`src/cmp_ctrl_pkg.sv`:
```
package cmp_ctrl_pkg;

   // ****************************************
   // Register map
   // ****************************************
   localparam logic [7:0] CSR_ADDR       = 8'h50;
   localparam logic [7:0] PIN_DIS_ADDR   = 8'h7F;
   localparam logic [7:0] IO_OFFSET      = 8'h20;
   localparam logic [7:0] IO_LIMIT       = 8'h40;
   localparam logic [7:0] CSR_RESET      = 8'h00;
   localparam logic [7:0] PIN_DIS_RESET  = 8'h00;

   // ****************************************
   // Field positions
   // ****************************************
   localparam int POWER_OFF_BIT  = 7;
   localparam int BANDGAP_BIT    = 6;
   localparam int OUTPUT_BIT     = 5;
   localparam int FLAG_BIT       = 4;
   localparam int IRQ_EN_BIT     = 3;
   localparam int ROUTE_BIT      = 2;
   localparam int MODE_HI_BIT    = 1;
   localparam int MODE_LO_BIT    = 0;
   localparam int NEG_OFF_BIT    = 1;
   localparam int POS_OFF_BIT    = 0;
   localparam int SYNC_WIDTH     = 3;

   // ****************************************
   // Types
   // ****************************************
   typedef enum logic [1:0] {
      MODE_TOGGLE = 2'h0,
      MODE_RSVD   = 2'h1,
      MODE_FALL   = 2'h2,
      MODE_RISE   = 2'h3
   } irq_mode_t;

   typedef struct packed {
      logic      power_off;
      logic      bandgap;
      logic      irq_enable;
      logic      capture_route;
      irq_mode_t mode;
   } csr_ctrl_t;

   typedef struct packed {
      logic [7:0] addr;
      logic       io_space;
      logic       wr;
      logic       rd;
      logic [7:0] wdata;
   } reg_req_t;

endpackage : cmp_ctrl_pkg

```
`src/comparator_sync.sv`:
```
module comparator_sync #(
   parameter int W = 3
) (
   input  wire logic         ref_clk,
   input  wire logic         rst,
   input  wire logic [W-1:0] async_in,
   output logic      [W-1:0] sync_out
);

   // ****************************************
   // Two-stage synchroniser per bit
   // ****************************************
   genvar i;
   generate
      for (i = 0; i < W; i++) begin : g_bit
         logic meta_reg;
         logic hold_reg;
         always_ff @(posedge ref_clk) begin
            if (rst) begin
               meta_reg <= 1'b0;
               hold_reg <= 1'b0;
            end else begin
               meta_reg <= async_in[i];
               hold_reg <= meta_reg;
            end
         end
         assign sync_out[i] = hold_reg;
      end
   endgenerate

endmodule : comparator_sync

```
`src/analog_comparator_control.sv`:
```
// How it works
// - Power-off bit switches comparator off
// - Bandgap bit selects reference, else pin
// - Output bit is synchronised, one-two cycles
// - Selected output event sets the flag
// - Vectoring to handler clears the flag
// - Writing one clears flag, zero keeps
// - Request needs flag, enable, global enable
// - Route bit feeds output to capture
// - Route clear disconnects capture path
// - Mode: toggle, reserved, falling, rising
// - Pin disable bits gate buffers, read zero
// - Control register at 0x50, I/O 0x30
// - Output high when positive exceeds negative
// - Negative input mux from converter channels
module analog_comparator_control (
   input  wire logic                  ref_clk,
   input  wire logic                  rst,
   input  wire cmp_ctrl_pkg::reg_req_t reg_req,
   output logic [7:0]                 rd_data,
   input  wire logic                  comparator_raw,
   input  wire logic                  positive_pin_level,
   input  wire logic                  negative_pin_level,
   input  wire logic                  global_irq_enable,
   input  wire logic                  irq_taken,
   input  wire logic                  negative_mux_enable,
   input  wire logic                  converter_enable,
   input  wire logic [2:0]            channel_select_low,
   output logic                       comparator_power_off,
   output logic                       bandgap_select,
   output logic                       neg_from_converter_pin,
   output logic [2:0]                 neg_channel,
   output logic                       comparator_output,
   output logic                       comparator_irq,
   output logic                       capture_route_enable,
   output logic                       capture_cmp_level,
   output logic                       positive_pin_digital_off,
   output logic                       negative_pin_digital_off,
   output logic                       positive_port_bit,
   output logic                       negative_port_bit
);

   // ****************************************
   // Address decode
   // ****************************************
   logic [7:0]              eff_addr;
   logic                    addr_ok;
   logic                    csr_hit;
   logic                    pin_hit;

   // I/O space only reaches the low 64 locations
   assign eff_addr = reg_req.io_space ? 8'(reg_req.addr + cmp_ctrl_pkg::IO_OFFSET)
                                      : reg_req.addr;
   assign addr_ok  = !reg_req.io_space || (reg_req.addr < cmp_ctrl_pkg::IO_LIMIT);
   assign csr_hit  = addr_ok && (eff_addr == cmp_ctrl_pkg::CSR_ADDR);
   assign pin_hit  = addr_ok && (eff_addr == cmp_ctrl_pkg::PIN_DIS_ADDR);

   // ****************************************
   // Synchronisers
   // ****************************************
   logic [cmp_ctrl_pkg::SYNC_WIDTH-1:0] sync_vec;

   comparator_sync #(
      .W        (cmp_ctrl_pkg::SYNC_WIDTH)
   ) u_sync (
      .ref_clk  (ref_clk),
      .rst      (rst),
      .async_in ({negative_pin_level, positive_pin_level, comparator_raw}),
      .sync_out (sync_vec)
   );

   // ****************************************
   // Control register
   // ****************************************
   cmp_ctrl_pkg::csr_ctrl_t ctrl_reg;
   logic [7:0]              pin_dis_reg;

   always_ff @(posedge ref_clk) begin
      if (rst) begin
         ctrl_reg <= cmp_ctrl_pkg::csr_ctrl_t'(6'h00);
      end else if (reg_req.wr && csr_hit) begin
         ctrl_reg.power_off     <= reg_req.wdata[cmp_ctrl_pkg::POWER_OFF_BIT];
         ctrl_reg.bandgap       <= reg_req.wdata[cmp_ctrl_pkg::BANDGAP_BIT];
         ctrl_reg.irq_enable    <= reg_req.wdata[cmp_ctrl_pkg::IRQ_EN_BIT];
         ctrl_reg.capture_route <= reg_req.wdata[cmp_ctrl_pkg::ROUTE_BIT];
         ctrl_reg.mode          <= cmp_ctrl_pkg::irq_mode_t'(
            reg_req.wdata[cmp_ctrl_pkg::MODE_HI_BIT:cmp_ctrl_pkg::MODE_LO_BIT]);
      end
   end

   always_ff @(posedge ref_clk) begin
      if (rst) begin
         pin_dis_reg <= cmp_ctrl_pkg::PIN_DIS_RESET;
      end else if (reg_req.wr && pin_hit) begin
         pin_dis_reg <= {6'h00, reg_req.wdata[cmp_ctrl_pkg::NEG_OFF_BIT:cmp_ctrl_pkg::POS_OFF_BIT]};
      end
   end

   assign comparator_power_off     = ctrl_reg.power_off;
   assign bandgap_select           = ctrl_reg.bandgap;
   assign capture_route_enable     = ctrl_reg.capture_route;
   assign positive_pin_digital_off = pin_dis_reg[cmp_ctrl_pkg::POS_OFF_BIT];
   assign negative_pin_digital_off = pin_dis_reg[cmp_ctrl_pkg::NEG_OFF_BIT];

   // ****************************************
   // Negative input selection
   // ****************************************
   // Converter channels only borrowed while the converter is idle
   assign neg_from_converter_pin = negative_mux_enable && !converter_enable;
   assign neg_channel            = neg_from_converter_pin ? channel_select_low : 3'h0;

   // ****************************************
   // Comparator output and edge detect
   // ****************************************
   logic prev_reg;
   logic rise;
   logic fall;
   logic irq_event;

   // Analog result already high when positive beats negative; powered-off reads low
   assign comparator_output = sync_vec[0] && !ctrl_reg.power_off;

   always_ff @(posedge ref_clk) begin
      if (rst) begin
         prev_reg <= 1'b0;
      end else begin
         prev_reg <= comparator_output;
      end
   end

   assign rise = comparator_output && !prev_reg;
   assign fall = !comparator_output && prev_reg;

   always_comb begin
      case (ctrl_reg.mode)
         cmp_ctrl_pkg::MODE_TOGGLE: irq_event = rise || fall;
         cmp_ctrl_pkg::MODE_FALL:   irq_event = fall;
         cmp_ctrl_pkg::MODE_RISE:   irq_event = rise;
         default:                   irq_event = 1'b0;
      endcase
   end

   // ****************************************
   // Interrupt flag
   // ****************************************
   logic flag_reg;
   logic flag_clear;

   assign flag_clear = irq_taken
                    || (reg_req.wr && csr_hit && reg_req.wdata[cmp_ctrl_pkg::FLAG_BIT]);

   // A new event in the clearing cycle must not be lost
   always_ff @(posedge ref_clk) begin
      if (rst) begin
         flag_reg <= 1'b0;
      end else if (irq_event) begin
         flag_reg <= 1'b1;
      end else if (flag_clear) begin
         flag_reg <= 1'b0;
      end
   end

   assign comparator_irq = flag_reg && ctrl_reg.irq_enable && global_irq_enable;

   // ****************************************
   // Capture routing and port bits
   // ****************************************
   assign capture_cmp_level = ctrl_reg.capture_route && comparator_output;

   always_ff @(posedge ref_clk) begin
      if (rst) begin
         positive_port_bit <= 1'b0;
         negative_port_bit <= 1'b0;
      end else begin
         positive_port_bit <= sync_vec[1] && !positive_pin_digital_off;
         negative_port_bit <= sync_vec[2] && !negative_pin_digital_off;
      end
   end

   // ****************************************
   // Read path
   // ****************************************
   always_ff @(posedge ref_clk) begin
      if (rst) begin
         rd_data <= 8'h00;
      end else if (reg_req.rd && csr_hit) begin
         rd_data <= {ctrl_reg.power_off, ctrl_reg.bandgap, comparator_output, flag_reg,
                     ctrl_reg.irq_enable, ctrl_reg.capture_route, ctrl_reg.mode};
      end else if (reg_req.rd && pin_hit) begin
         rd_data <= pin_dis_reg;
      end else begin
         rd_data <= 8'h00;
      end
   end

   // ****************************************
   // Checks
   // ****************************************
   a_power_off_write: assert property (
      @(posedge ref_clk) disable iff (rst)
      (reg_req.wr && csr_hit) |=> comparator_power_off == $past(reg_req.wdata[7]))
      else $error("power-off bit not taken from write");

   a_io_alias_write: assert property (
      @(posedge ref_clk) disable iff (rst)
      (reg_req.wr && reg_req.io_space && reg_req.addr == 8'h30)
         |=> bandgap_select == $past(reg_req.wdata[6]))
      else $error("I/O alias write missed control register");

   a_output_delay: assert property (
      @(posedge ref_clk) disable iff (rst)
      ##2 (comparator_output == ($past(comparator_raw, 2) && !ctrl_reg.power_off)))
      else $error("comparator output not two-stage synchronised");

   a_rise_sets_flag: assert property (
      @(posedge ref_clk) disable iff (rst)
      (ctrl_reg.mode == cmp_ctrl_pkg::MODE_RISE && comparator_output && !prev_reg)
         |=> flag_reg)
      else $error("rising edge did not set flag");

   a_reserved_quiet: assert property (
      @(posedge ref_clk) disable iff (rst)
      (ctrl_reg.mode == cmp_ctrl_pkg::MODE_RSVD && !flag_reg) |=> !flag_reg)
      else $error("reserved mode set the flag");

   a_vector_clears: assert property (
      @(posedge ref_clk) disable iff (rst)
      (irq_taken && !irq_event) |=> !flag_reg)
      else $error("flag survived interrupt vector");

   a_w1c_flag: assert property (
      @(posedge ref_clk) disable iff (rst)
      (reg_req.wr && csr_hit && !reg_req.wdata[4] && !irq_taken && flag_reg) |=> flag_reg)
      else $error("writing zero cleared the flag");

   a_irq_gating: assert property (
      @(posedge ref_clk) disable iff (rst)
      comparator_irq |-> (flag_reg && ctrl_reg.irq_enable && global_irq_enable))
      else $error("interrupt request without its conditions");

   a_irq_disable_write: assert property (
      @(posedge ref_clk) disable iff (rst)
      (reg_req.wr && csr_hit && !reg_req.wdata[cmp_ctrl_pkg::IRQ_EN_BIT]) |=> !comparator_irq)
      else $error("interrupt request after enable was cleared");

   a_capture_off: assert property (
      @(posedge ref_clk) disable iff (rst)
      !capture_route_enable |-> !capture_cmp_level)
      else $error("capture path live while route is off");

   a_pin_disable: assert property (
      @(posedge ref_clk) disable iff (rst)
      positive_pin_digital_off |=> !positive_port_bit)
      else $error("disabled pin read as one");

endmodule : analog_comparator_control

```
`config.mk`:
```
export PLATFORM = sky130hd
export DESIGN_NAME = analog_comparator_control
export DESIGN_NICKNAME = d
export VERILOG_FILES = /design/src/cmp_ctrl_pkg.sv /design/src/comparator_sync.sv /design/src/analog_comparator_control.sv
export SDC_FILE = /design/constraint.sdc
export NUM_CORES = 1
export LEC_CHECK = 0
export ABC_AREA = 1
export ABC_CLOCK_PERIOD_IN_PS = 2000
export BUFFER_PORTS_ARGS = -buffer_cell sky130_fd_sc_hd__clkbuf_2
export CAP_MARGIN = 40
export CORE_UTILIZATION = 40
export DETAILED_ROUTE_END_ITERATION = 10
export GPL_ROUTABILITY_DRIVEN = 0
export PLACE_DENSITY = 0.73
export SLEW_MARGIN = 20
export SYNTH_ARGS = -nofsm -noshare
export SYNTH_HDL_FRONTEND = slang
export SYNTH_SLANG_ARGS = --single-unit
```
`constraint.sdc`:
```
create_clock -name ref_clk -period 2 [get_ports ref_clk]
set_input_delay 0.3 -clock ref_clk [delete_from_list [all_inputs] [get_ports ref_clk]]
set_output_delay 0.3 -clock ref_clk [all_outputs]
set_load 0.05 [all_outputs]
```
==> summary by stage, run 1 <==
Critical path
The endpoint required time on the critical path is 1.70 ns. Of all nets on the critical path, the largest fanout is 5. The critical path arrival is 1.25 ns. STA classifies the critical path endpoint as an output port. The worst setup path is of the register to output port kind. The worst setup path is launched from a register.

STA
The final critical-path share of the clock period is 0.776. The clock period minus worst slack is 1.55 ns. The worst pin sits at a relative slew slack of 0.812. The number of max-slew violations in the final report is 0. Setup violations remaining at the end of the flow were counted as 0.

Setup repair after global routing left no endpoint under its margin. The slew at the pin with the worst max-slew slack is 0.284 ns. The clock arrives with 0.000821 ns of skew. Adding up every negative setup slack in the final design gives 0 ns. The final number of hold-violating endpoints was 0.

Based on the critical path, the design can be clocked at up to 644 MHz. The setup slack after layout is 0.447 ns.

Drt
For this block, the initial DRC count from the detailed router was 16. The count of nets left with antenna violations once routing finished came out at 0. After detailed routing, the total wire length is 2060 µm. The detail-routed net length per standard cell is 8.49 µm. For this run, the detailed router's first-pass iteration total came to 4.

Using the TritonRoute via totals, the vias-per-cell ratio works out to 4.30. For this block, the via count after detailed routing is 1046. For this run, design rule violations remaining after detail routing come to 0.

Clock network
The post-CTS setup repair buffer count is 0. The buffer type at the clock tree root is sky130_fd_sc_hd__clkbuf_4. The TritonCTS clock tree is done. Counting every sink on the clock net gives 26. Post-CTS repair changed the size of 0 cells. The clock slew seen by the registers of the worst setup and hold paths is 0.13 ns. The count of H-tree levels built during CTS is 1.

Buffers inserted to repair hold after CTS numbered 0. The number of clock buffers added by TritonCTS is 3. The largest buffer count on any clock path is 2.

For the worst-skew pair, the clock arrives at the later sink with an insertion delay of 0.31 ns.

Logic synthesis
The proportion of synthesized chip area in sequential cells is 0.461. The number of distinct library cell variants in the gate-level netlist after synthesis is 20. The number of warning messages in the yosys log is 0.

Synthesis handed over a netlist of 159 instances. Counting every net in the synthesized netlist gives 193. In this run, synthesis produced a sequential element count of 26.

After synthesis, the mean cell area works out to 7.10 µm². The netlist area before placement is 1130 µm².

Pwr
Across the VDD grid, the largest voltage drop is 0.000582 V. The leakage power summed over all cells is 0.000819 µW. For this design the ratio of total power to cell area is 624 nW/µm².

Run
The count of maximum capacitance violations is 0.

Final layout
After filler insertion, the fill cell instance count of the layout stands at 268. Of the cells placed in the final design, the portion with a size suffix greater than 1 is 0.296. The number of flip-flops under the largest register name is 8. The number of diodes added for antenna fixing is 0. The register ranked first by flip-flop count is rd_data. At the end of the flow the core is filled with cells to 0.565. The layout-stage area growth over the synthesis result is 28.5%. The total number of nets in the final design is 248.

Hold path
The type of the tightest min-delay check is primary input to register.

Floorplan
During I/O placement, the number of pins put on the boundary was 53. For this configuration, the core starts out at a cell density of 0.440. The total core area is 2570 µm². The floorplan step defined a die boundary enclosing 3040 µm². The height of the chip is 55.1 µm. From left edge to right edge, the die measures 55.1 µm. The number of standard-cell rows in the floorplan is 18.

GRT
The number of antenna violations at the first check in global routing is 0. For this run the aggregate overflow at the end of global routing stands at 0. Entering global routing, the biggest net connects 15 pins. The number of global-route vias before repair came to 856. The overall routing resource usage is 0.157. The first-pass GRT wire length is 3340 µm.

Status
The run finished with clean final reports.

Placement
The post-detailed-placement half-perimeter wirelength is 1630 µm. The worst setup slack after placement is 0.425 ns. The number of buffer cells added on primary ports is 51.
==> synth_stat cells (all sizes together) <==
library cell	instances	area, µm²
nor2	47	200
nand2	34	140
inv	31	116
dfxtp	26	521
nand3	6	35.0
o21ai	4	20.0
ha	3	37.5
nand4	3	25.0
a21oi	1	5.00
buf	1	11.3
clkbuf	1	3.75
clkinv	1	3.75
o32a	1	10.0
==> final timing paths <==
check / from / end / slack [ns] / depth (start not counted)
hold reg to reg: u_sync.g_bit[0].meta_reg$_SDFF_PP0_ / u_sync.g_bit[0].hold_reg$_SDFF_PP0_ / 0.41 / 2
setup reg to reg: comparator_power_off$_SDFFE_PP0P_ / flag_reg$_SDFFE_PP0P_ / 0.65 / 5
hold / removal: negative_pin_level / u_sync.g_bit[2].meta_reg$_SDFF_PP0_ / 0.15 / 3
setup / recovery: comparator_power_off$_SDFFE_PP0P_ / capture_cmp_level / 0.45 / 4
==> kinds of logic after synthesis <==
kind of cell,synth area share
compound gates,0.0310
fa+ha+maj,0.0333
buf+inv,0.120
flops,0.461
simple gates,0.355
==> per-stage QoR <==
| step | hold slack, ns | total power, µW | instance area, µm² | cells |
|---|---|---|---|---|
| CTS | 0.141 | 917 | 1450 | 243 |
| floorplan | 0.388 | 612 | 1130 | 159 |
| global route | 0.121 | 953 | 1450 | 243 |
| finish | 0.152 | 905 | 1450 | 243 |
| global placement | 0.391 | 658 | 1410 | 239 |
| detailed placement | 0.397 | 659 | 1410 | 239 |
==> power breakdown <==
group | total [µW] | internal, µW | switching (µW) | leakage, µW
Clock | 258 | 111 | 147 | 0.0000210
Combinational | 117 | 45.0 | 72.3 | 0.000587
Sequential | 529 | 527 | 2.51 | 0.000211
Total | 905 | 683 | 222 | 0.000819
==> metal layers <==
layer,global-route usage,share of wire,wire length [µm]
met5,0,0,0
met4,0.0417,0.0078,16
met3,0.0574,0.074,152
met2,0.277,0.46,952
met1,0.177,0.46,943
==> cell type report <==
type / instances / area [µm²] / share of cell area
timing repair buffer: 52 / 263 / 0.181
multi-input combinational: 99 / 473 / 0.326
sequential: 26 / 520 / 0.359
inverter: 32 / 120 / 0.0828
clock buffer: 4 / 36.3 / 0.0250
tap: 30 / 37.5 / 0.0259
==> worst max-delay path, stage by stage (launching register included) <==
cell and delay, ns:
sky130_fd_sc_hd__dfxtp_1 0.34, sky130_fd_sc_hd__inv_1 0.09, sky130_fd_sc_hd__nand2_1 0.13, sky130_fd_sc_hd__nor2_1 0.11, sky130_fd_sc_hd__clkbuf_2 0.28
==> cells in the final DEF (no fill, tap or decap), types with 2 or more instances in the layout <==
cell and instances:
sky130_fd_sc_hd__clkbuf_2 51, sky130_fd_sc_hd__clkbuf_4 3, sky130_fd_sc_hd__dfxtp_1 26, sky130_fd_sc_hd__ha_1 3
sky130_fd_sc_hd__inv_1 31, sky130_fd_sc_hd__nand2_1 31, sky130_fd_sc_hd__nand2_2 2, sky130_fd_sc_hd__nand3_1 5
sky130_fd_sc_hd__nand4_1 2, sky130_fd_sc_hd__nor2_1 45, sky130_fd_sc_hd__o21ai_1 3
No activity file was read; power rests on OpenSTA's default activity.
==> inputs of run 2 (changes only) <==
ABC_CLOCK_PERIOD_IN_PS = 1520   (was 2000)
clock period = 1.52 ns   (was 2 ns; I/O delays follow)
==> summary by stage, run 2 (synthesized netlist as in run 1, its figures left out) <==
Drt
The first-pass detailed-route iteration total is 4 (unchanged). The wire length reported by the detailed router is 2300 µm (+11%). The detail-routed net length per standard cell is 9.47 µm (+11%). The via density per instance is 4.52 (+5.1%).

The post-detailed-route DRC marker count is 0 (unchanged). The post-detailed-route count of antenna-violating nets is 0 (unchanged). The via count came to 1099 (+5.1%). The initial DRC count was 15 (-1).

STA
The final critical-path share of the clock period is 0.942. Setup repair after global routing left no endpoint under its margin. For the finished layout, the period the worst path requires is 1.43 ns. Based on the critical path, the design can be clocked at up to 698 MHz. The final hold slack is 0.0718 ns (-0.0798 ns). The post-route setup TNS is 0 ns (unchanged). The number of max-slew violations in the final report is 0 (unchanged).

The setup slack after layout is 0.0881 ns (-0.359 ns). The slew at the pin with the worst max-slew slack came to 0.285 ns (+0.00124 ns). The remaining max-slew budget at the tightest pin came to 0.811 (-0.000826). The total setup violations reported at the end of the flow is 0 (unchanged). The maximum clock skew at final layout is 0.00299 ns (+0.00217 ns). The final number of hold-violating endpoints is 0 (unchanged).

Critical path
The endpoint required time on the critical path is 1.29 ns (-0.41 ns). Walking the worst path, the cells encountered are inv_2 -> nand2_4 -> clkinvlp_4 -> buf_2. The largest individual stage delay along the critical path comes from the cell sky130_fd_sc_hd__dfxtp_4. The buffering stage count on the worst path with inverters included was 3 (+1). The setup path with the least slack is of type register to output port.

The maximum net fanout on the critical path is 5 (unchanged). The critical path arrival is 1.20 ns (-0.05 ns). The kind of start point of the critical path is a register. STA classifies the critical path endpoint as an output port. The largest stage delay on the critical path is 0.37 ns (+0.03 ns). The top cell family by delay on the critical path is buffers and inverters.

Hold path
The type of the tightest min-delay check is primary input to register.

Floorplan
The height of the chip is 55.1 µm (unchanged). The horizontal die dimension is 55.1 µm (unchanged). The area enclosed by the die boundary is 3040 µm² (unchanged). The number of ports placed on the die boundary came to 53 (unchanged). The number of standard-cell rows in the floorplan was 18 (unchanged). The total core area is 2570 µm² (unchanged). The effective utilization at floorplan is 0.440 (unchanged).

GRT
The largest net degree at the start of global routing is 16 (+1). The number of antenna violations at the first check in global routing is 0 (unchanged). The first-pass GRT wire length is 3730 µm (+12%). The overall routing resource usage is 0.175 (+0.0181).

The total grt overflow is 0 (unchanged). The number of global-route vias before repair is 930 (+8.6%).

Clock network
The clock network latency to the later pin of the worst-skew pair is 0.32 ns (about the same). The TritonCTS clock tree is done. The number of clock buffers inserted by TritonCTS is 3 (unchanged).

The count of H-tree levels built during CTS is 1 (unchanged). The buffer type at the clock tree root is sky130_fd_sc_hd__clkbuf_4. The number of buffers inserted for hold repair after clock tree synthesis is 0 (unchanged). The post-CTS setup repair buffer count is 0 (unchanged). The largest buffer count on any clock path is 2 (unchanged). The clock sink count is 26 (unchanged). The post-cts resize count came to 0 (unchanged). The clock slew seen by the registers of the worst setup and hold paths is 0.14 ns (about the same).

Placement
The worst setup slack after placement came to -0.00337 ns (-0.428 ns). The post-detailed-placement half-perimeter wirelength came to 1820 µm (+12%). The number of buffer cells added on primary ports came to 51 (unchanged).

Final layout
The register ranked first by flip-flop count is rd_data. The area growth from synthesis to layout is 34.4%. The number of flip-flops under the largest register name is 8 (unchanged). The number of diodes added for antenna fixing is 0 (unchanged). The share of final-layout standard cells stronger than drive strength 1 is 0.343 (+0.0469). The library cell used most frequently in the layout, excluding fill and tap cells, is sky130_fd_sc_hd__clkbuf_2.

The total number of nets in the final design is 248 (unchanged). The top cell types in the final layout, fill and taps aside, are sky130_fd_sc_hd__clkbuf_2 (49), sky130_fd_sc_hd__nor2_1 (40), sky130_fd_sc_hd__nand2_1 (30). The final-layout fill cell count is 266 (-0.75%).

Pwr
The leakage power summed over all cells is 0.000823 µW (+0.40%). The worst supply voltage drop on vdd is 0.000697 V (+20%). The cell area power density was 880 nW/µm² (+41%).

Run
The count of maximum capacitance violations is 0 (unchanged).

Status
The flow ran to the end, and the final reports show no timing, DRC or antenna violations.
run 2: cell types whose count changed in the layout (fill, tap and decap cells not counted), sizes merged:
cell,change
buf,+2
bufinv,+1
clkbuf,-3
clkinvlp,+1
inv,-1
run 2: final cells by class:
| cell class | instances | area, µm² | area share |
|---|---|---|---|
| clock buffers | 3 | 22.5 | 0.0149 |
| repair buffers | 52 | 263 | 0.173 |
| clock inverters | 1 | 30.0 | 0.0198 |
| well taps | 30 | 37.5 | 0.0248 |
| inverters | 32 | 124 | 0.0817 |
| multi-input cells | 99 | 515 | 0.340 |
| flip-flops and latches | 26 | 524 | 0.346 |
run 2: final timing paths:
kind | startpoint | end | slack, ns | cells after the start
worst min register to register | u_sync.g_bit[2].meta_reg$_SDFF_PP0_ | u_sync.g_bit[2].hold_reg$_SDFF_PP0_ | 0.41 | 2
worst min-delay path | positive_pin_level | u_sync.g_bit[1].meta_reg$_SDFF_PP0_ | 0.07 | 3
worst max-delay path | comparator_power_off$_SDFFE_PP0P_ | comparator_output | 0.09 | 4
worst max register to register | comparator_power_off$_SDFFE_PP0P_ | flag_reg$_SDFFE_PP0P_ | 0.21 | 5
run 2: report_power, final:
group	total, µW	internal (µW)	leakage, µW	switching [µW]
clock	473	267	0.0000279	206
sequential	695	691	0.000212	3.97
combinational	166	61.9	0.000583	105
run 2: worst register-to-register path, cell delays in order (launching register included):
cell,delay [ns]
sky130_fd_sc_hd__dfxtp_4,0.37
sky130_fd_sc_hd__inv_2,0.09
sky130_fd_sc_hd__nand2_4,0.08
sky130_fd_sc_hd__ha_1,0.30
sky130_fd_sc_hd__o32a_1,0.29
sky130_fd_sc_hd__a21oi_1,0.14
run 2: stage by stage:
step           instance area [µm²]  instances   util  total power (µW)
2_1_floorplan                 1180        159      -               812
3_3_place_gp                  1460        239  0.570               872
3_5_place_dp                  1460        239  0.570               876
4_1_cts                       1520        243  0.591              1340
5_1_grt                       1520        243  0.591              1390
6_report                      1520        243  0.591              1330
run 2: routing by layer:
layer / part of all wire / global-route usage / up-vias
met5: 0 / 0 / -
met4: 0.011 / 0.0750 / 0
met3: 0.070 / 0.0273 / 4
met2: 0.49 / 0.327 / 37
met1: 0.43 / 0.194 / 481
li1: - / - / 577
